$ cat config.mk
export PLATFORM = sky130hd
export DESIGN_NAME = mahp_top
export DESIGN_NICKNAME = d
export VERILOG_FILES = /design/src/core/mahp_pkg.sv /design/src/core/mahp_mdio.sv /design/src/core/mahp_top.sv
export VERILOG_INCLUDE_DIRS = /design/src /design/src/core
export SDC_FILE = /design/constraint.sdc
export NUM_CORES = 1
export LEC_CHECK = 0
export BUFFER_PORTS_ARGS = -buffer_cell sky130_fd_sc_hd__buf_2
export CORE_MARGIN = 8
export CORE_UTILIZATION = 50
export DETAILED_ROUTE_END_ITERATION = 7
export GPL_TIMING_DRIVEN = 0
export PLACE_DENSITY = 0.7
export SYNTH_ARGS = -nofsm -noshare
export SYNTH_HDL_FRONTEND = slang
export SYNTH_SLANG_ARGS = --single-unit
export TNS_END_PERCENT = 100
$ cat constraint.sdc
create_clock -name clk -period 3 [get_ports clk]
set_input_delay 0.3 -clock clk [delete_from_list [all_inputs] [get_ports clk]]
set_output_delay 0.3 -clock clk [all_outputs]
set_load 0.05 [all_outputs]
$ cat src/core/mahp_defines.svh
// Purpose: constants for the station address, hash and PHY access block
// Assumes: 250 MHz clk, register index times four is the byte address
// Notes:   Behaviour list below
//
// Behaviour
// - address-high low 16 bits hold address 47..32, upper 16 reserved
// - power-on load of address-high bytes 0,1 from EEPROM 0x05,0x06
// - address-low holds 31..0; byte 0 from 0x01, top byte from 0x04
// - EEPROM 1..6 map to low bytes 0..3 then high bytes 0..1
// - address undefined until load; host writes accepted after init
// - hash index top bit picks high/low word, low five pick the bit
// - multicast accepted when selected hash bit is 1, else rejected
// - pass-all-group set accepts every multicast frame
// - hash high register holds table 63..32, low holds 31..0
// - PHY address from access bits 15..11; internal PHY is 00001
// - PHY register number from access bits 10..6
// - bit 1 set writes PHY from data register, clear reads into it
// - software sets bit 0 to start; stays set until access completes
// - data held for writes and invalid for reads until busy clears
// - data register low 16 bits carry PHY read and write values
`ifndef MAHP_DEFINES_SVH
`define MAHP_DEFINES_SVH
`define MAHP_IDX_ADDR_HIGH  6'h02
`define MAHP_IDX_ADDR_LOW   6'h03
`define MAHP_IDX_HASH_HIGH  6'h04
`define MAHP_IDX_HASH_LOW   6'h05
`define MAHP_IDX_ACCESS     6'h06
`define MAHP_IDX_DATA       6'h07
`define MAHP_IDX_CTRL       6'h10
`define MAHP_RST_ADDR_HIGH  32'h0000FFFF
`define MAHP_RST_ADDR_LOW   32'h0FFFFFFF
`define MAHP_RST_ZERO       32'h00000000
`define MAHP_EE_LOW_B0      8'h01
`define MAHP_EE_LOW_B1      8'h02
`define MAHP_EE_LOW_B2      8'h03
`define MAHP_EE_LOW_B3      8'h04
`define MAHP_EE_HIGH_B0     8'h05
`define MAHP_EE_HIGH_B1     8'h06
`define MAHP_ACC_PHY_MSB    15
`define MAHP_ACC_PHY_LSB    11
`define MAHP_ACC_REG_MSB    10
`define MAHP_ACC_REG_LSB    6
`define MAHP_ACC_WR         1
`define MAHP_ACC_BUSY       0
`define MAHP_INT_PHY_ADDR   5'h01
`define MAHP_CTRL_PASS      0
`define MAHP_CTRL_INIT      1
`define MAHP_CLK_NS         4
`define MAHP_MDC_HALF_NS    200
`define MAHP_MDC_HALF_CYC   ((`MAHP_MDC_HALF_NS+`MAHP_CLK_NS-1)/`MAHP_CLK_NS)
`define MAHP_MF_BITS        64
`define MAHP_MF_DRIVE_RD    46
`define MAHP_MF_DATA_LSB    48
`define MAHP_MF_PRE         32'hFFFFFFFF
`define MAHP_MF_ST          2'h1
`define MAHP_MF_OP_WR       2'h1
`define MAHP_MF_OP_RD       2'h2
`define MAHP_MF_TA_WR       2'h2
`define MAHP_CRC_POLY       32'hEDB88320
`define MAHP_CRC_INIT       32'hFFFFFFFF
`endif

$ cat src/core/mahp_pkg.sv
// Purpose: shared types of the station address, hash and PHY access block
// Assumes: constants live in mahp_defines.svh
// Notes:   none
package mahp_pkg;
  typedef logic [31:0] mahp_word_t;
  typedef logic [15:0] mahp_half_t;
  typedef logic [4:0]  mahp_addr5_t;
  typedef enum logic {
    MAHP_MG_IDLE = 1'b0,
    MAHP_MG_RUN  = 1'b1
  } mahp_mgmt_state_t;
endpackage : mahp_pkg

$ cat src/core/mahp_mdio.sv
// Purpose: clause 22 management frame engine
// Assumes: one access at a time; start only while idle
// Notes:   mdio changes after mdc falls, input sampled as mdc rises
`timescale 1ns/10ps
`include "mahp_defines.svh"
module mahp_mdio #(
  parameter int HALF_CYC = `MAHP_MDC_HALF_CYC
) (
  // clock and reset
  input  wire logic              clk,
  input  wire logic              rst_n,
  // command
  input  wire logic              start,
  input  wire logic              wr,
  input  wire mahp_pkg::mahp_addr5_t phy_addr,
  input  wire mahp_pkg::mahp_addr5_t reg_addr,
  input  wire mahp_pkg::mahp_half_t  wdata,
  output logic                   busy,
  output logic                   done,
  output mahp_pkg::mahp_half_t   rdata,
  // management pins
  output logic                   mdc,
  output logic                   mdio_o,
  output logic                   mdio_oe,
  input  wire logic              mdio_i
);
  import mahp_pkg::*;

  mahp_mgmt_state_t state_ff;
  logic [63:0]      shreg_ff;
  logic [5:0]       bit_ff;
  logic [15:0]      div_ff;
  logic             wr_ff;
  logic             tick;
  logic             rise;
  logic             fall;

  assign tick = (state_ff == MAHP_MG_RUN) && (div_ff == 16'(HALF_CYC - 1));
  assign rise = tick && !mdc;
  assign fall = tick && mdc;
  assign busy = (state_ff == MAHP_MG_RUN);

  ////////////////////////////////////////////////////////////////////////
  // divider and state
  always_ff @(posedge clk or negedge rst_n) begin
    if (!rst_n) begin
      div_ff   <= 16'h0000;
      mdc      <= 1'b0;
      state_ff <= MAHP_MG_IDLE;
      bit_ff   <= 6'h00;
      done     <= 1'b0;
    end else begin
      done <= 1'b0;
      unique case (state_ff)
        MAHP_MG_IDLE: begin
          div_ff <= 16'h0000;
          mdc    <= 1'b0;
          bit_ff <= 6'h00;
          if (start) begin
            state_ff <= MAHP_MG_RUN;
          end
        end
        MAHP_MG_RUN: begin
          div_ff <= tick ? 16'h0000 : div_ff + 16'h0001;
          if (tick) begin
            mdc <= !mdc;
          end
          if (fall) begin
            bit_ff <= bit_ff + 6'h01;
            if (bit_ff == 6'(`MAHP_MF_BITS - 1)) begin
              state_ff <= MAHP_MG_IDLE;
              done     <= 1'b1;
            end
          end
        end
      endcase
    end
  end

  ////////////////////////////////////////////////////////////////////////
  // frame shifter
  always_ff @(posedge clk or negedge rst_n) begin
    if (!rst_n) begin
      shreg_ff <= 64'h0000000000000000;
      wr_ff    <= 1'b0;
      mdio_o   <= 1'b0;
      mdio_oe  <= 1'b0;
    end else if (start && !busy) begin
      shreg_ff <= {`MAHP_MF_PRE, `MAHP_MF_ST,
                   wr ? `MAHP_MF_OP_WR : `MAHP_MF_OP_RD,
                   phy_addr, reg_addr, `MAHP_MF_TA_WR, wdata};
      wr_ff    <= wr;
      mdio_o   <= 1'b1;
      mdio_oe  <= 1'b1;
    end else if (fall) begin
      shreg_ff <= {shreg_ff[62:0], 1'b0};
      mdio_o   <= shreg_ff[62];
      mdio_oe  <= (bit_ff != 6'(`MAHP_MF_BITS - 1)) &&
                  (wr_ff || bit_ff < 6'(`MAHP_MF_DRIVE_RD - 1));
    end
  end

  ////////////////////////////////////////////////////////////////////////
  // read data capture
  always_ff @(posedge clk or negedge rst_n) begin
    if (!rst_n) begin
      rdata <= 16'h0000;
    end else if (rise && !wr_ff && bit_ff >= 6'(`MAHP_MF_DATA_LSB)) begin
      rdata <= {rdata[14:0], mdio_i};
    end
  end
endmodule : mahp_mdio

$ cat src/core/mahp_top.sv
// Purpose: station address, multicast hash and PHY management registers
// Assumes: classic Wishbone slave, 32-bit data, one clock
// Notes:   byte address is four times the register index
//
// Our own choice: register access over Wishbone.
`timescale 1ns/10ps
`include "mahp_defines.svh"
module mahp_top #(
  parameter int ADR_W    = 8,
  parameter int HALF_CYC = `MAHP_MDC_HALF_CYC
) (
  // clock and reset
  input  wire logic               clk,
  input  wire logic               rst_n,
  // wishbone slave
  input  wire logic               wb_cyc_i,
  input  wire logic               wb_stb_i,
  input  wire logic               wb_we_i,
  input  wire logic [ADR_W-1:0]   wb_adr_i,
  input  wire logic [3:0]         wb_sel_i,
  input  wire mahp_pkg::mahp_word_t wb_dat_i,
  output mahp_pkg::mahp_word_t    wb_dat_o,
  output logic                    wb_ack_o,
  // eeprom loader
  input  wire logic               ee_byte_valid,
  input  wire logic [7:0]         ee_byte_loc,
  input  wire logic [7:0]         ee_byte_data,
  input  wire logic               ee_init_done,
  // destination address check
  input  wire logic               dst_valid,
  input  wire logic [47:0]        dst_addr,
  output logic                    group_valid,
  output logic                    group_accept,
  // station address and status
  output logic [47:0]             station_addr,
  output logic                    init_done,
  // management pins
  output logic                    mdc,
  output logic                    mdio_o,
  output logic                    mdio_oe,
  output logic                    phy_int_sel,
  input  wire logic               mdio_int_i,
  input  wire logic               mdio_ext_i
);
  import mahp_pkg::*;

  mahp_word_t  addr_high_ff;
  mahp_word_t  addr_low_ff;
  mahp_word_t  hash_high_ff;
  mahp_word_t  hash_low_ff;
  mahp_addr5_t phy_addr_ff;
  mahp_addr5_t reg_idx_ff;
  logic        wr_not_rd_ff;
  mahp_half_t  data_ff;
  logic        pass_all_ff;
  logic        init_ff;
  logic        ack_ff;
  mahp_word_t  rdat_ff;
  logic        grp_valid_ff;
  logic        grp_accept_ff;

  logic        req;
  logic        wr_edge;
  logic [5:0]  idx;

  logic        hit_ahigh;
  logic        hit_alow;
  logic        hit_hhigh;
  logic        hit_hlow;
  logic        hit_acc;
  logic        hit_data;
  logic        hit_ctrl;

  logic        mg_busy;
  logic        mg_done;
  mahp_half_t  mg_rdata;
  logic        mg_start;
  logic        mdio_in;

  mahp_word_t  acc_word;
  mahp_word_t  rd_mux;

  logic [31:0] crc;
  logic [5:0]  hash_idx;
  logic        hash_bit;
  logic        is_group;
  mahp_word_t  wmerge_acc;
  mahp_word_t  wmerge_ahigh;
  mahp_word_t  wmerge_data;

  ////////////////////////////////////////////////////////////////////////
  // helpers
  function automatic mahp_word_t merge(
    input mahp_word_t old_v,
    input mahp_word_t new_v,
    input logic [3:0] sel
  );
    mahp_word_t r;
    r = old_v;
    for (int b = 0; b < 4; b++) begin
      if (sel[b]) begin
        r[b*8 +: 8] = new_v[b*8 +: 8];
      end
    end
    return r;
  endfunction : merge

  // reflected crc-32 over the six bytes, first wire byte in [7:0]
  function automatic logic [31:0] crc48(input logic [47:0] a);
    logic [31:0] c;
    logic        fb;
    c = `MAHP_CRC_INIT;
    for (int i = 0; i < 48; i++) begin
      fb = c[0] ^ a[i];
      c  = {1'b0, c[31:1]};
      if (fb) begin
        c = c ^ `MAHP_CRC_POLY;
      end
    end
    return c;
  endfunction : crc48

  ////////////////////////////////////////////////////////////////////////
  // bus decode
  // index is the word address
  assign req       = wb_cyc_i && wb_stb_i;
  assign wr_edge   = req && wb_we_i && ack_ff;
  assign idx       = wb_adr_i[7:2];
  assign hit_ahigh = (idx == `MAHP_IDX_ADDR_HIGH);
  assign hit_alow  = (idx == `MAHP_IDX_ADDR_LOW);
  assign hit_hhigh = (idx == `MAHP_IDX_HASH_HIGH);
  assign hit_hlow  = (idx == `MAHP_IDX_HASH_LOW);
  assign hit_acc   = (idx == `MAHP_IDX_ACCESS);
  assign hit_data  = (idx == `MAHP_IDX_DATA);
  assign hit_ctrl  = (idx == `MAHP_IDX_CTRL);

  assign acc_word = {16'h0000, phy_addr_ff, reg_idx_ff, 4'h0,
                     wr_not_rd_ff, mg_busy};
  assign wmerge_acc = merge(acc_word, wb_dat_i, wb_sel_i);

  // byte-merged write values
  assign wmerge_ahigh = merge(addr_high_ff, wb_dat_i, wb_sel_i);
  assign wmerge_data  = merge({16'h0000, data_ff}, wb_dat_i, wb_sel_i);

  // reserved bits read as zero
  always_comb begin
    rd_mux = `MAHP_RST_ZERO;
    if (hit_ahigh) begin
      rd_mux = {16'h0000, addr_high_ff[15:0]};
    end else if (hit_alow) begin
      rd_mux = addr_low_ff;
    end else if (hit_hhigh) begin
      rd_mux = hash_high_ff;
    end else if (hit_hlow) begin
      rd_mux = hash_low_ff;
    end else if (hit_acc) begin
      rd_mux = acc_word;
    end else if (hit_data) begin
      rd_mux = {16'h0000, data_ff};
    end else if (hit_ctrl) begin
      rd_mux[`MAHP_CTRL_PASS] = pass_all_ff;
      rd_mux[`MAHP_CTRL_INIT] = init_ff;
    end
  end

  ////////////////////////////////////////////////////////////////////////
  // bus handshake: ack one cycle after the request, data with it
  // a new request needs an idle cycle
  always_ff @(posedge clk or negedge rst_n) begin
    if (!rst_n) begin
      ack_ff  <= 1'b0;
      rdat_ff <= `MAHP_RST_ZERO;
    end else begin
      ack_ff  <= req && !ack_ff;
      rdat_ff <= (req && !ack_ff) ? rd_mux : rdat_ff;
    end
  end

  ////////////////////////////////////////////////////////////////////////
  // initialisation flag
  // sticky until reset
  always_ff @(posedge clk or negedge rst_n) begin
    if (!rst_n) begin
      init_ff <= 1'b0;
    end else if (ee_init_done) begin
      init_ff <= 1'b1;
    end
  end

  ////////////////////////////////////////////////////////////////////////
  // station address high
  // eeprom bytes first, host later
  always_ff @(posedge clk or negedge rst_n) begin
    if (!rst_n) begin
      addr_high_ff <= `MAHP_RST_ADDR_HIGH;
    end else if (!init_ff && ee_byte_valid) begin
      if (ee_byte_loc == `MAHP_EE_HIGH_B0) begin
        addr_high_ff[7:0] <= ee_byte_data;
      end
      if (ee_byte_loc == `MAHP_EE_HIGH_B1) begin
        addr_high_ff[15:8] <= ee_byte_data;
      end
    end else if (init_ff && wr_edge && hit_ahigh) begin
      addr_high_ff <= {16'h0000,
                       wmerge_ahigh[15:0]};
    end
  end

  ////////////////////////////////////////////////////////////////////////
  // station address low
  always_ff @(posedge clk or negedge rst_n) begin
    if (!rst_n) begin
      addr_low_ff <= `MAHP_RST_ADDR_LOW;
    end else if (!init_ff && ee_byte_valid) begin
      if (ee_byte_loc == `MAHP_EE_LOW_B0) begin
        addr_low_ff[7:0] <= ee_byte_data;
      end
      if (ee_byte_loc == `MAHP_EE_LOW_B1) begin
        addr_low_ff[15:8] <= ee_byte_data;
      end
      if (ee_byte_loc == `MAHP_EE_LOW_B2) begin
        addr_low_ff[23:16] <= ee_byte_data;
      end
      if (ee_byte_loc == `MAHP_EE_LOW_B3) begin
        addr_low_ff[31:24] <= ee_byte_data;
      end
    end else if (init_ff && wr_edge && hit_alow) begin
      addr_low_ff <= merge(addr_low_ff, wb_dat_i, wb_sel_i);
    end
  end

  ////////////////////////////////////////////////////////////////////////
  // hash table words
  // writable at any time
  always_ff @(posedge clk or negedge rst_n) begin
    if (!rst_n) begin
      hash_high_ff <= `MAHP_RST_ZERO;
      hash_low_ff  <= `MAHP_RST_ZERO;
    end else if (wr_edge) begin
      if (hit_hhigh) begin
        hash_high_ff <= merge(hash_high_ff, wb_dat_i, wb_sel_i);
      end
      if (hit_hlow) begin
        hash_low_ff <= merge(hash_low_ff, wb_dat_i, wb_sel_i);
      end
    end
  end

  ////////////////////////////////////////////////////////////////////////
  // control word
  always_ff @(posedge clk or negedge rst_n) begin
    if (!rst_n) begin
      pass_all_ff <= 1'b0;
    end else if (wr_edge && hit_ctrl && wb_sel_i[0]) begin
      pass_all_ff <= wb_dat_i[`MAHP_CTRL_PASS];
    end
  end

  ////////////////////////////////////////////////////////////////////////
  // management access register; writes while busy are dropped
  // fields latch on any idle write
  assign mg_start = wr_edge && hit_acc && !mg_busy && wb_sel_i[0] &&
                    wb_dat_i[`MAHP_ACC_BUSY];

  always_ff @(posedge clk or negedge rst_n) begin
    if (!rst_n) begin
      phy_addr_ff  <= 5'h00;
      reg_idx_ff   <= 5'h00;
      wr_not_rd_ff <= 1'b0;
      phy_int_sel  <= 1'b0;
    end else if (wr_edge && hit_acc && !mg_busy) begin
      phy_addr_ff  <= wmerge_acc[`MAHP_ACC_PHY_MSB:`MAHP_ACC_PHY_LSB];
      reg_idx_ff   <= wmerge_acc[`MAHP_ACC_REG_MSB:`MAHP_ACC_REG_LSB];
      wr_not_rd_ff <= wmerge_acc[`MAHP_ACC_WR];
      phy_int_sel  <= (wmerge_acc[`MAHP_ACC_PHY_MSB:`MAHP_ACC_PHY_LSB] ==
                       `MAHP_INT_PHY_ADDR);
    end
  end

  ////////////////////////////////////////////////////////////////////////
  // management data register; frozen while busy
  // a read result beats a host write
  always_ff @(posedge clk or negedge rst_n) begin
    if (!rst_n) begin
      data_ff <= 16'h0000;
    end else if (mg_done && !wr_not_rd_ff) begin
      data_ff <= mg_rdata;
    end else if (wr_edge && hit_data && !mg_busy) begin
      data_ff <= wmerge_data[15:0];
    end
  end

  assign mdio_in = phy_int_sel ? mdio_int_i : mdio_ext_i;

  // fields come from the write
  mahp_mdio #(
    .HALF_CYC (HALF_CYC)
  ) u_mdio (
    .clk      (clk),
    .rst_n    (rst_n),
    .start    (mg_start),
    .wr       (wb_dat_i[`MAHP_ACC_WR]),
    .phy_addr (wmerge_acc[`MAHP_ACC_PHY_MSB:`MAHP_ACC_PHY_LSB]),
    .reg_addr (wmerge_acc[`MAHP_ACC_REG_MSB:`MAHP_ACC_REG_LSB]),
    .wdata    (data_ff),
    .busy     (mg_busy),
    .done     (mg_done),
    .rdata    (mg_rdata),
    .mdc      (mdc),
    .mdio_o   (mdio_o),
    .mdio_oe  (mdio_oe),
    .mdio_i   (mdio_in)
  );

  ////////////////////////////////////////////////////////////////////////
  // multicast hash filter
  assign crc      = crc48(dst_addr);
  assign hash_idx = crc[31:26];
  assign hash_bit = hash_idx[5] ? hash_high_ff[hash_idx[4:0]]
                                : hash_low_ff[hash_idx[4:0]];
  // i/g bit marks a group address
  assign is_group = dst_addr[0];

  always_ff @(posedge clk or negedge rst_n) begin
    if (!rst_n) begin
      grp_valid_ff  <= 1'b0;
      grp_accept_ff <= 1'b0;
    end else begin
      grp_valid_ff  <= dst_valid;
      grp_accept_ff <= dst_valid && is_group &&
                       (pass_all_ff || hash_bit);
    end
  end

  ////////////////////////////////////////////////////////////////////////
  // outputs
  // each straight from a flop
  assign wb_ack_o     = ack_ff;
  assign wb_dat_o     = rdat_ff;
  assign group_valid  = grp_valid_ff;
  assign group_accept = grp_accept_ff;
  assign station_addr = {addr_high_ff[15:0], addr_low_ff};
  assign init_done    = init_ff;
endmodule : mahp_top

* After elaboration in Yosys (flattened, before gate mapping)
Cells that the tools add are included.
Operators by class: add/sub/neg operators 2, magnitude comparators 3, eq/ne operators 25, muxes and demuxes 100, bitwise operators 95, reductions and logical operators 61
Operator list (count):
- 2-to-1 mux 32 bit | 54
- NOT 13 -> 14 bit | 47
- 2-to-1 mux 63 bit | 2
- 2-to-1 mux 16 bit | 6
- 2-to-1 mux 8 bit | 12
- XOR 1 bit | 47
- AND reduction 3 bit | 14
- one-hot mux 16 bit (2 select lines) | 1
- logical AND 1 bit | 26
- == test 6 x 3 -> 1 bit, second input constant | 4
- == test 8 x 3 -> 1 bit, second input constant | 3
- nonzero test 2 bit | 10
- adder 16 x 1 -> 16 bit, second input constant | 1
- == test 16 x 6 -> 1 bit, second input constant | 1
- == test 8 x 2 -> 1 bit, second input constant | 2
- 2-to-1 mux 1 bit | 15
- 2-to-1 mux 14 bit | 1
- == test 6 x 2 -> 1 bit, second input constant | 2
- inequality test 2 x 1 -> 1 bit, second input constant | 6
- one-hot mux 6 bit (2 select lines) | 1
- binary-select mux 1 bit (select 5 bit) | 2
- == test 8 x 1 -> 1 bit, second input constant | 1
- adder 6 x 1 -> 6 bit, second input constant | 1
- == test 6 x 5 -> 1 bit, second input constant | 1
- 14 further kinds | 26
Word-level totals: register bits 284, input bits 118, word-level logic and storage cells 322

* Logic depth before layout (Yosys ltp)
Gate-level depths: netlist (run 1).
depth after elaboration 100, mapped depth 16

* Hierarchy
Synthesis (run 1) repeated with hierarchy kept, for this count alone.
Unflattened totals: cells, all modules 1590, area total of the unflattened synthesis 16295.6 sq um
Modules (own cells, without submodules):
- mahp_top | times used 1, cells an instance 1089, area each 11365.9 sq um, seq. area each 4484.3 sq um
- mahp_mdio | times used 1, cells an instance 501, area each 4929.7 sq um, seq. area each 2677.6 sq um

* Worst setup path after synthesis (run 1)
Ideal clock, no wire load.
path kind input to register, from in dst_addr[4], to reg grp_accept_ff, in the netlist group_accept, setup time 0.120 ns, data arrival time 4.067 ns, setup slack -1.187 ns, cell stages on the path 16, path buffers 2, cell sequence buf_2 -> xor3_2 -> xor3_2 -> xnor3_2 -> xnor2_4 -> xnor2_2 -> xnor2_2 -> xor3_4 -> nor3_2 -> a21oi_2 -> buf_6 -> o21ai_1 -> nor4_1 -> nor3_1 -> o311ai_0 -> and4_1
On the way: cells in the longest elaborated chain, start to end 69, elaborated cells on any way between the ends 125, classes of those cells 49 x mux; 74 x bitwise; 2 x reduce/logical
Ends and longest elaborated chain:
- start, declared | RTL line mahp_top.sv:31 | input wire logic [47:0] dst_addr,
- XOR 1 bit * | RTL line mahp_top.sv:114 | fb = c[0] ^ a[i];
- 2-to-1 mux 32 bit * (6 in series) | RTL line mahp_top.sv:116 | if (fb) begin
- XOR 1 bit or NOT 13 -> 14 bit (tied branches)
- 2-to-1 mux 32 bit * | RTL line mahp_top.sv:116
- NOT 13 -> 14 bit (no source line)
- 2-to-1 mux 32 bit * | RTL line mahp_top.sv:116
- NOT 13 -> 14 bit (no source line) or 2-to-1 mux 32 bit (tied branches)
- 2-to-1 mux 32 bit * (2 in series) | RTL line mahp_top.sv:116
- (+47 left out)
- 2-to-1 mux 32 bit * | RTL line mahp_top.sv:116
- NOT 13 -> 14 bit (no source line)
- 2-to-1 mux 32 bit * | RTL line mahp_top.sv:116
- binary-select mux 1 bit (select 5 bit) (on tied branches) | RTL line mahp_top.sv:320, mahp_top.sv:319
- 2-to-1 mux 1 bit (on tied branches) | RTL line mahp_top.sv:320, mahp_top.sv:319
- 2-to-1 mux 1 bit * | RTL line mahp_top.sv:319 | assign hash_bit = hash_idx[5] ? hash_high_ff[hash_idx[4:0]]
- logical OR 1 bit * | RTL line mahp_top.sv:331 | (pass_all_ff || hash_bit);
- logical AND 1 bit * | RTL line mahp_top.sv:330 | grp_accept_ff <= dst_valid && is_group &&
- end signal, assigned | RTL line mahp_top.sv:330
- end, declared | RTL line mahp_top.sv:60 | logic grp_accept_ff;
Mark *: on every way between the ends. The select of a mux whose other input is x is not followed. A chain may end at the register's enable or synchronous reset.

* Worst setup path in the final report (run 1)
from in dst_addr[2], to reg grp_accept_ff, in the netlist group_accept
On the way: cells in the longest elaborated chain, start to end 71, elaborated cells on any way between the ends 131, classes of those cells 51 x mux; 78 x bitwise; 2 x reduce/logical
Ends and longest elaborated chain (RTL line):
- XOR 1 bit * | mahp_top.sv:114
- 2-to-1 mux 32 bit * (3 in series) | mahp_top.sv:116
- NOT 13 -> 14 bit (no source line) or 2-to-1 mux 32 bit (tied branches)
- 2-to-1 mux 32 bit * (6 in series) | mahp_top.sv:116
- XOR 1 bit or 2-to-1 mux 32 bit (tied branches) | mahp_top.sv:114, mahp_top.sv:116
- 2-to-1 mux 32 bit * | mahp_top.sv:116
- NOT 13 -> 14 bit (no source line) (tied with other cells)
- 2-to-1 mux 32 bit * (2 in series) | mahp_top.sv:116
- (+47 left out)
- 2-to-1 mux 32 bit * | mahp_top.sv:116
- NOT 13 -> 14 bit (no source line) or 2-to-1 mux 32 bit (tied branches)
- 2-to-1 mux 32 bit * | mahp_top.sv:116
- binary-select mux 1 bit (select 5 bit) (on tied branches) | mahp_top.sv:320, mahp_top.sv:319
- 2-to-1 mux 1 bit (on tied branches) | mahp_top.sv:320, mahp_top.sv:319
- 2-to-1 mux 1 bit * | mahp_top.sv:319
- logical OR 1 bit * | mahp_top.sv:331
- logical AND 1 bit * | mahp_top.sv:330
Marks and branches as above.

==> results.toml, run 1 <==
[detailed_routing]
drtIter0Drc = 1168
ant_nets = 0
wl_per_cell_um = 21.2
drc_errors = 0
wl_um = 45600
firstDrtPassIters = 6
via_per_inst = 5.86
via_count = 12600

[logic_synthesis]
synth_cell_type_count = 67
synthArstFlopShare_pct = 100
syn_area_um2 = 15300
syn_nets = 1582
ys_ff_latch = 284
synth_edf_count = 0
synth.yosys.seq_area_share_pct = 46.8
syn_area_per_cell_um2 = 10.5
synth_ff_type = "dfrtp_1"
ys_warn_count = 0
syn_inst = 1460

[floorplanning]
core-area_um2 = 30300
start_util_pct = 50.4
row_count = 64
chipWidth_um = 191
fp.dieH_um = 191
die_area_um2 = 36500
ios = 206

[sta]
setup_viol = 1
skew_ns = 0.0280
hold_viol_final = 0
min_period_ns = 3.66
setup_ws_ns = -0.663
fin_crit_sh_pct = 122
grt_setup_unrepaired = "true"
worst_pin_slew_ns = 1.21
fmaxAchievable_mhz = 273
fin_tns_setup_ns = -0.663
maxSlewViolCount = 0
slew_headroom_pct = 19.0

[cts]
clk_latency_ns = 0.57
clock-sinks = 284
clock_path_buffers = 3
cts_tree = "done"
cts.reportedPaths.clkPinSlew_ns = 0.06
cts_root_buf = "clkbuf_16"
htree_num_levels = 1
numCtsBuffers = 30

[global_routing]
grt_pass1_wl_um = 70600
grt_max_degree = 112
global_route.usage.total_pct = 24.3
antenna_found_initial = 0
first_global_vias = 12500
overflow = 0

[worst_setup_path]
path_depth = 16
r2r_end = "u_mdio.mdio_oe"
start_kind = "input port"
path_cells = "buf_4 > xnor2_4 > xnor2_4 > xnor3_1 > xnor3_1 > xnor2_2 > xnor2_2 > xor3_4 > buf_12 > mux2i_4 > buf_6 > o221ai_2 > nor2_2 > nor4_1 > nor3_1 > and4_1"
rr_worst_depth = 8
crit_slowest_cell = "xor3_4"
worstPathRequired_ns = 3.49
rrSetupSlack_ns = 0.21
slowest_delay_ns = 0.48
r2r_start = "u_mdio.div_ff[6]"
cp_num_buf_inv = 3
crit_type = "input port to register"
critical_path.top_delay_family = "XOR/XNOR gates"
crit_arrival_ns = 4.16
crit_fanout = 6
cp-end-kind = "register"

[placed_design]
dpl_cell_area_um2 = 17000
port_buffers = 190
dp_hpwl_um = 33800
routabilityCongestion = 0.958

[hold_path]
hold_depth = 2
hold_end = "hash_low_ff[24]"
hp-class = "input port to register"
holdCritStartpoint = "wb_dat_i[24]"

[outcome]
status = "finished, violations left"
violations = "negative setup slack"

[finish]
syn_to_final_growth_pct = 23.3
drive_above_1_share_pct = 29.6
diodes = 0
final_cell_area_um2 = 18900
fillers = 2493
fin_nets = 1850

[run]
maxCapViolations = 0
==> layout make-up <==
cell class	instances	area, µm²	area share [%]
timing repair buffer	238	1430	7.56
tap	396	495	2.62
buffer	77	404	2.14
inverter	11	41.3	0.219
multi-input combinational	1086	8370	44.3
sequential	284	7160	37.9
clock buffer	47	875	4.63
clock inverter	9	104	0.550
==> flip-flops by register name (all words and copies together) (netlist names), 32 cells and up <==
register,count
addr_low_ff,32
hash_high_ff,32
hash_low_ff,32
u_mdio.shreg_ff,63
wb_dat_o,32
==> placed cells by master (no fill, tap or decap), drive strengths merged, types with 5 or more instances in the layout <==
| master | synthesis | layout |
|---|---|---|
| a21oi | 95 | 95 |
| xor2 | 37 | 37 |
| o21ai | 104 | 104 |
| xor3 | 7 | 7 |
| xnor3 | 35 | 35 |
| o22ai | 26 | 26 |
| a31oi | 18 | 18 |
| nand2 | 230 | 230 |
| a22oi | 16 | 16 |
| nor2 | 127 | 127 |
| and2 | 11 | 11 |
| nor3 | 18 | 18 |
| clkinv | 2 | 8 |
| nand4 | 6 | 6 |
| o221ai | 8 | 8 |
| mux4 | 5 | 5 |
| nand3 | 13 | 13 |
| xnor2 | 119 | 119 |
| buf | 22 | 253 |
| mux2 | 81 | 81 |
| dfstp | 44 | 44 |
| dlygate4sd3 | 0 | 8 |
| and3 | 5 | 5 |
| dfrtp | 240 | 240 |
| nor4 | 7 | 7 |
| a221o | 11 | 11 |
| mux2i | 42 | 42 |
| inv | 9 | 9 |
| clkbuf | 57 | 101 |
| a222oi | 16 | 16 |
==> cells in the mapped netlist (16+ instances only) <==
cell	instances	area share (%)
a21oi_1	94	3.1
a222oi_1	16	1.0
a22oi_1	16	0.78
a31oi_1	18	0.74
clkbuf_1	57	1.4
dfrtp_1	240	39
dfstp_2	44	7.6
mux2_2	81	6.0
mux2i_1	39	2.6
nand2_1	230	5.6
nor2_1	126	3.1
nor3_1	17	0.56
o21ai_0	99	3.2
o22ai_1	26	1.1
xnor2_1	105	6.0
xnor3_1	33	4.9
xor2_1	36	2.1
==> cells by family after synthesis <==
group | Yosys count | share of synthesized area [%]
multiplexers | 128 | 9.63
adder cells (fa/ha/maj) | 4 | 0.327
AO/OA/AOI/OAI | 314 | 12.5
flip-flops | 284 | 46.8
AND/OR/NAND/NOR | 442 | 12.2
XOR/XNOR | 198 | 16.1
buffers and inverters | 90 | 2.53
==> worst max path at each step <==
stage	start	endpoint	slack, ns
floorplan	dst_addr[4]	group_accept	-0.80
global placement	rst_n	u_mdio.shreg_ff[49]	-3.50
detailed placement	dst_addr[16]	group_accept	-1.58
CTS	dst_addr[11]	group_accept	-0.71
global route	dst_addr[7]	group_accept	-0.79
finish	dst_addr[2]	group_accept	-0.66
==> through the flow <==
step	setup slack, ns	std cells	utilization (%)	hold slack [ns]
floorplan	-0.800	1460	-	0.00441
global placement	-3.50	2046	55.9	0.427
detailed placement	-1.58	2048	56.1	0.337
CTS	-0.708	2127	60.4	0.00333
global route	-0.792	2148	62.2	0.00875
finish	-0.663	2148	62.2	0.0188
==> worst reg2reg max path, cell delays in order, from the launching register on <==
cell and delay [ns]:
dfrtp_1 0.41, or4_1 0.55, nor4_1 0.25, nand4_1 0.17, buf_4 0.20, nor3_2 0.21, clkbuf_2 0.31, buf_1 0.41
a31oi_1 0.15
==> what timing repair did <==
item                                    4_1_cts  5_1_grt
resized for setup                            25       69
setup buffers                                15       22
gates cloned                                  0        1
hold endpoints to repair                     57        0
hold buffers                                  8        0
pin swaps                                    12       40
endpoints found under the setup margin       89       66
==> per-layer routing <==
layer | GRT usage, % | wire length [µm]
met4 | 9.76 | 1760
met2 | 39.6 | 21800
met1 | 31.6 | 18300
met3 | 4.47 | 3830
met5 | 0 | 0
Power of run 1 is not shown: default switching activity piles up to over one toggle a cycle in this logic, so the estimate is an artifact.
==> run 2, diff against run 1 <==
Settings changed: CORE_MARGIN 8 to 2.
==> run 2 against run 1 <==
The flow still finishes with violations (negative setup slack). Via count up 0.31%. Clock-buffer cell count down 4. Final area increased by 1.4%. Register-to-register slack lost 0.09 ns. Critical path type unchanged.
==> results.toml, run 2 (synthesis results as in run 1) <==
[worst_setup_path]
crit_type = "input port to register"
r2r_start = "init_done"
crit_path_start = "dst_addr[10]"
slowest_delay_ns = 0.51
rr_worst_depth = 8
worstPathRequired_ns = 3.49
cp_num_buf_inv = 4
crit_arrival_ns = 4.38
r2r_end = "addr_high_ff[14]"
timing.critical_path.to = "group_accept"
path_cells = "buf_6 > xor3_2 > xor3_2 > buf_4 > xnor2_2 > xnor2_1 > xnor2_2 > xnor2_2 > xor3_4 > buf_6 > buf_4 > mux2i_1 > a22oi_1 > o21ai_1 > nor3_2 > nor4b_4 > nor3_2 > and4_1"
rrSetupSlack_ns = 0.12
crit_slowest_cell = "xor3_4"
path_depth = 18
cp-end-kind = "register"
cpMostUsedCell = "xnor2_2"
crit_fanout = 4
critical_path.top_delay_family = "XOR/XNOR gates"
start_kind = "input port"

[outcome]
violations = "negative setup slack"
status = "finished, violations left"

[floorplanning]
core-area_um2 = 30300
chipWidth_um = 179
start_util_pct = 50.4
ios = 206
fp.dieH_um = 179
die_area_um2 = 32000
row_count = 64

[hold_path]
holdCritStartpoint = "wb_dat_i[23]"
hp-class = "input port to register"

[cts]
cts_tree = "done"
clock-sinks = 284
clock_path_buffers = 3
numCtsBuffers = 29
cts.reportedPaths.clkPinSlew_ns = 0.06
htree_num_levels = 1
clk_latency_ns = 0.56
cts_root_buf = "clkbuf_16"

[global_routing]
gr-usage-met3_pct = 3.58
grt_max_degree = 107
grt_pass1_wl_um = 68500
antenna_found_initial = 0
first_global_vias = 12100
use_met1_pct = 37.6
busiest_layer = "met2"
overflow = 0
global_route.usage.total_pct = 27.8
use_met2_pct = 45.9

[detailed_routing]
drtIter0Drc = 1236
wl_um = 46100
wl_per_cell_um = 21.4
ant_nets = 0
via_count = 12600
firstDrtPassIters = 8
via_per_inst = 5.85
drc_errors = 0

[sta]
hold_viol_final = 0
setup_ws_ns = -0.889
worst_pin_slew_ns = 1.34
min_period_ns = 3.89
fmaxAchievable_mhz = 257
grt_setup_unrepaired = "true"
skew_ns = 0.0199
slew_headroom_pct = 9.90
fin_crit_sh_pct = 130
setup_viol = 1
maxSlewViolCount = 0

[run]
maxCapViolations = 0

[placed_design]
dp_hpwl_um = 33100
preCtsSetupSlack_ns = -1.65
dp.cells = 2048
port_buffers = 190
routabilityCongestion = 0.931

[finish]
syn_to_final_growth_pct = 25.0
diodes = 0
layout_common_cells = "dfrtp_1, nand2_1, buf_2"
fin_nets = 1860
regArea_um2 = 7160
layout_commonest_cell = "dfrtp_1"
multiInputGateArea_um2 = 8480
drive_above_1_share_pct = 30.9
regMostFlops = "u_mdio.shreg_ff"
post-route-util_pct = 63.1
fillers = 2443
fin_cells = 2157
largest_register_ffs = 63
==> run 2: cell type report <==
class,instances,share of cell area [%]
Tap cell,396,2.59
Multi-Input combinational cell,1086,44.3
Inverter,11,0.216
Timing Repair Buffer,249,8.04
Sequential cell,284,37.4
Buffer,77,2.19
Clock buffer,43,4.43
Clock inverter,11,0.824
==> run 2: repair_timing <==
item | in CTS | in global routing
hold buffers | 7 | 0
setup endpoints to repair | 97 | 65
endpoints found under the hold margin | 85 | 0
setup buffers | 22 | 28
resized for setup | 36 | 84
pin swaps | 22 | 35
==> run 2: routing by layer <==
metal	vias up	wire length (µm)
li1	5687	-
met1	6261	19000
met2	558	22000
met3	110	3310
met4	0	1790
met5	-	0
==> run 2: worst min path at each step <==
stage / endpoint / slack [ns] / cells past startpoint
final: hash_low_ff[23] / 0.03 / 2
after global placement: group_valid / 0.43 / 1
after CTS: hash_low_ff[30] / 0.003 / 2
after global routing: hash_low_ff[26] / 0.02 / 2
after detailed placement: wb_dat_o[12] / 0.34 / 1
after floorplan: addr_low_ff[28] / 0.004 / 0
==> run 2: metrics by stage <==
stage	hold slack, ns	setup TNS (ns)	area [µm²]
final	0.0317	-0.889	19100
after global placement	0.427	-956.55	17000
after detailed placement	0.338	-37.43	17000
after global routing	0.0150	-0.993	19100
after floorplan	0.00441	-0.800	15500
after CTS	0.00317	-0.724	18500
Power of run 2 is left out for the same reason.
==> run 3, diff against run 2 <==
Settings changed: CORE_MARGIN 2 to default, CORE_UTILIZATION 50 to 55, PLACE_DENSITY 0.7 to 0.76.
==> run 3 against run 2 <==
The run still ends with negative setup slack left. First-iteration DRC count up 12%. Global-route usage up 3.1 points. Final area down 0.19%.
==> results.toml, run 3 (synthesis results as in run 1) <==
[worst_setup_path]
crit_arrival_ns = 4.27
r2r_start = "u_mdio.div_ff[6]"
crit_type = "input port to register"
cp-end-kind = "register"
rr_worst_depth = 7
worstPathRequired_ns = 3.45
r2r_end = "u_mdio.rdata[12]"
slowest_delay_ns = 0.55
crit_path_start = "dst_addr[0]"
rrSetupSlack_ns = 0.16
critical_path.top_delay_family = "XOR/XNOR gates"
cp_num_buf_inv = 3
path_cells = "buf_12 > xnor2_1 > xnor3_1 > xor2_4 > xnor3_1 > xnor2_2 > xnor2_2 > xor3_4 > buf_12 > mux2i_4 > buf_4 > o22ai_1 > nor2_2 > nor4b_2 > nor3_1 > and4_1"
timing.critical_path.to = "group_accept"
crit_slowest_cell = "xnor2_1"
path_depth = 16
start_kind = "input port"
crit_fanout = 6

[detailed_routing]
via_count = 12800
drc_errors = 0
drtIter0Drc = 1379
via_per_inst = 5.99
firstDrtPassIters = 7
wl_per_cell_um = 21.6
wl_um = 46300
ant_nets = 0

[finish]
multiInputGateArea_um2 = 8500
post-route-util_pct = 70.5
fin_nets = 1864
layout_common_cells = "dfrtp_1, nand2_1, buf_2"
fillers = 1895
regMostFlops = "u_mdio.shreg_ff"
largest_register_ffs = 63
regArea_um2 = 7160
fin_cells = 2139
layout_commonest_cell = "dfrtp_1"
drive_above_1_share_pct = 32.0
syn_to_final_growth_pct = 24.8

[placed_design]
dp.cells = 2024
preCtsSetupSlack_ns = -1.65
routabilityCongestion = 0.970
dp_hpwl_um = 32200
port_buffers = 190

[sta]
slew_headroom_pct = 20.9
fmaxAchievable_mhz = 262
fin_crit_sh_pct = 127
maxSlewViolCount = 0
skew_ns = 0.0259
setup_viol = 1
min_period_ns = 3.82
hold_viol_final = 0
setup_ws_ns = -0.823
worst_pin_slew_ns = 1.18
grt_setup_unrepaired = "true"

[global_routing]
global_route.usage.total_pct = 30.9
overflow = 0
grt_pass1_wl_um = 68300
first_global_vias = 12300
grt_max_degree = 100
antenna_found_initial = 1

[floorplanning]
start_util_pct = 56.5
fp.dieH_um = 169
chipWidth_um = 169
die_area_um2 = 28500
row_count = 60
core-area_um2 = 27100
ios = 206

[cts]
clock-sinks = 284
htree_num_levels = 1
numCtsBuffers = 30
cts.reportedPaths.clkPinSlew_ns = 0.06
clk_latency_ns = 0.58
clock_path_buffers = 3
cts_root_buf = "clkbuf_16"
cts_tree = "done"

[hold_path]
holdCritStartpoint = "wb_dat_i[22]"
hp-class = "input port to register"

[outcome]
violations = "negative setup slack"
status = "finished, violations left"

[run]
maxCapViolations = 0
[run 3: what timing repair did]
| item | 4_1_cts | 5_1_grt |
|---|---|---|
| pin swaps | 22 | 50 |
| gates cloned | 1 | 1 |
| endpoints found under the hold margin | 84 | 0 |
| hold buffers | 3 | 0 |
| gates resized for setup | 32 | 93 |
| endpoints found under the setup margin | 60 | 73 |
| buffers inserted | 18 | 37 |
[run 3: area by class of cell]
class / instances / share of cell area, %
multi-input combinational: 1086 / 44.5
sequential: 284 / 37.5
timing repair buffer: 252 / 8.10
clock buffer: 39 / 4.42
tap: 372 / 2.44
buffer: 77 / 2.19
clock inverter: 17 / 0.603
inverter: 11 / 0.216
antenna: 1 / 0.0131
[run 3: per-stage QoR]
stage / TNS [ns] / cell area [µm²] / hold slack [ns]
after floorplan: -0.800 / 15500 / 0.00441
after global placement: -907.97 / 16900 / 0.429
after detailed placement: -27.22 / 17000 / 0.389
after CTS: -0.708 / 18300 / 0.000626
after global routing: -0.903 / 19100 / 0.0154
final: -0.823 / 19100 / 0.0143
[run 3: how the worst min path moves through the flow]
stage | end | slack (ns) | cells after the start
finish | hash_high_ff[22] | 0.01 | 2
global route | hash_high_ff[30] | 0.02 | 2
CTS | hash_high_ff[23] | 0.0006 | 2
detailed placement | phy_addr_ff[3] | 0.39 | 1
global placement | group_valid | 0.43 | 1
floorplan | addr_low_ff[28] | 0.004 | 0
[run 3: metal layers]
layer / up-vias / global-route usage [%] / share of wire, %
met1: 6294 / 40.5 / 39
li1: 5687 / - / -
met5: - / 0 / 0
met2: 678 / 50.8 / 48
met3: 156 / 5.19 / 8.3
met4: 0 / 13.9 / 4.8
Power of run 3 is left out for the same reason.
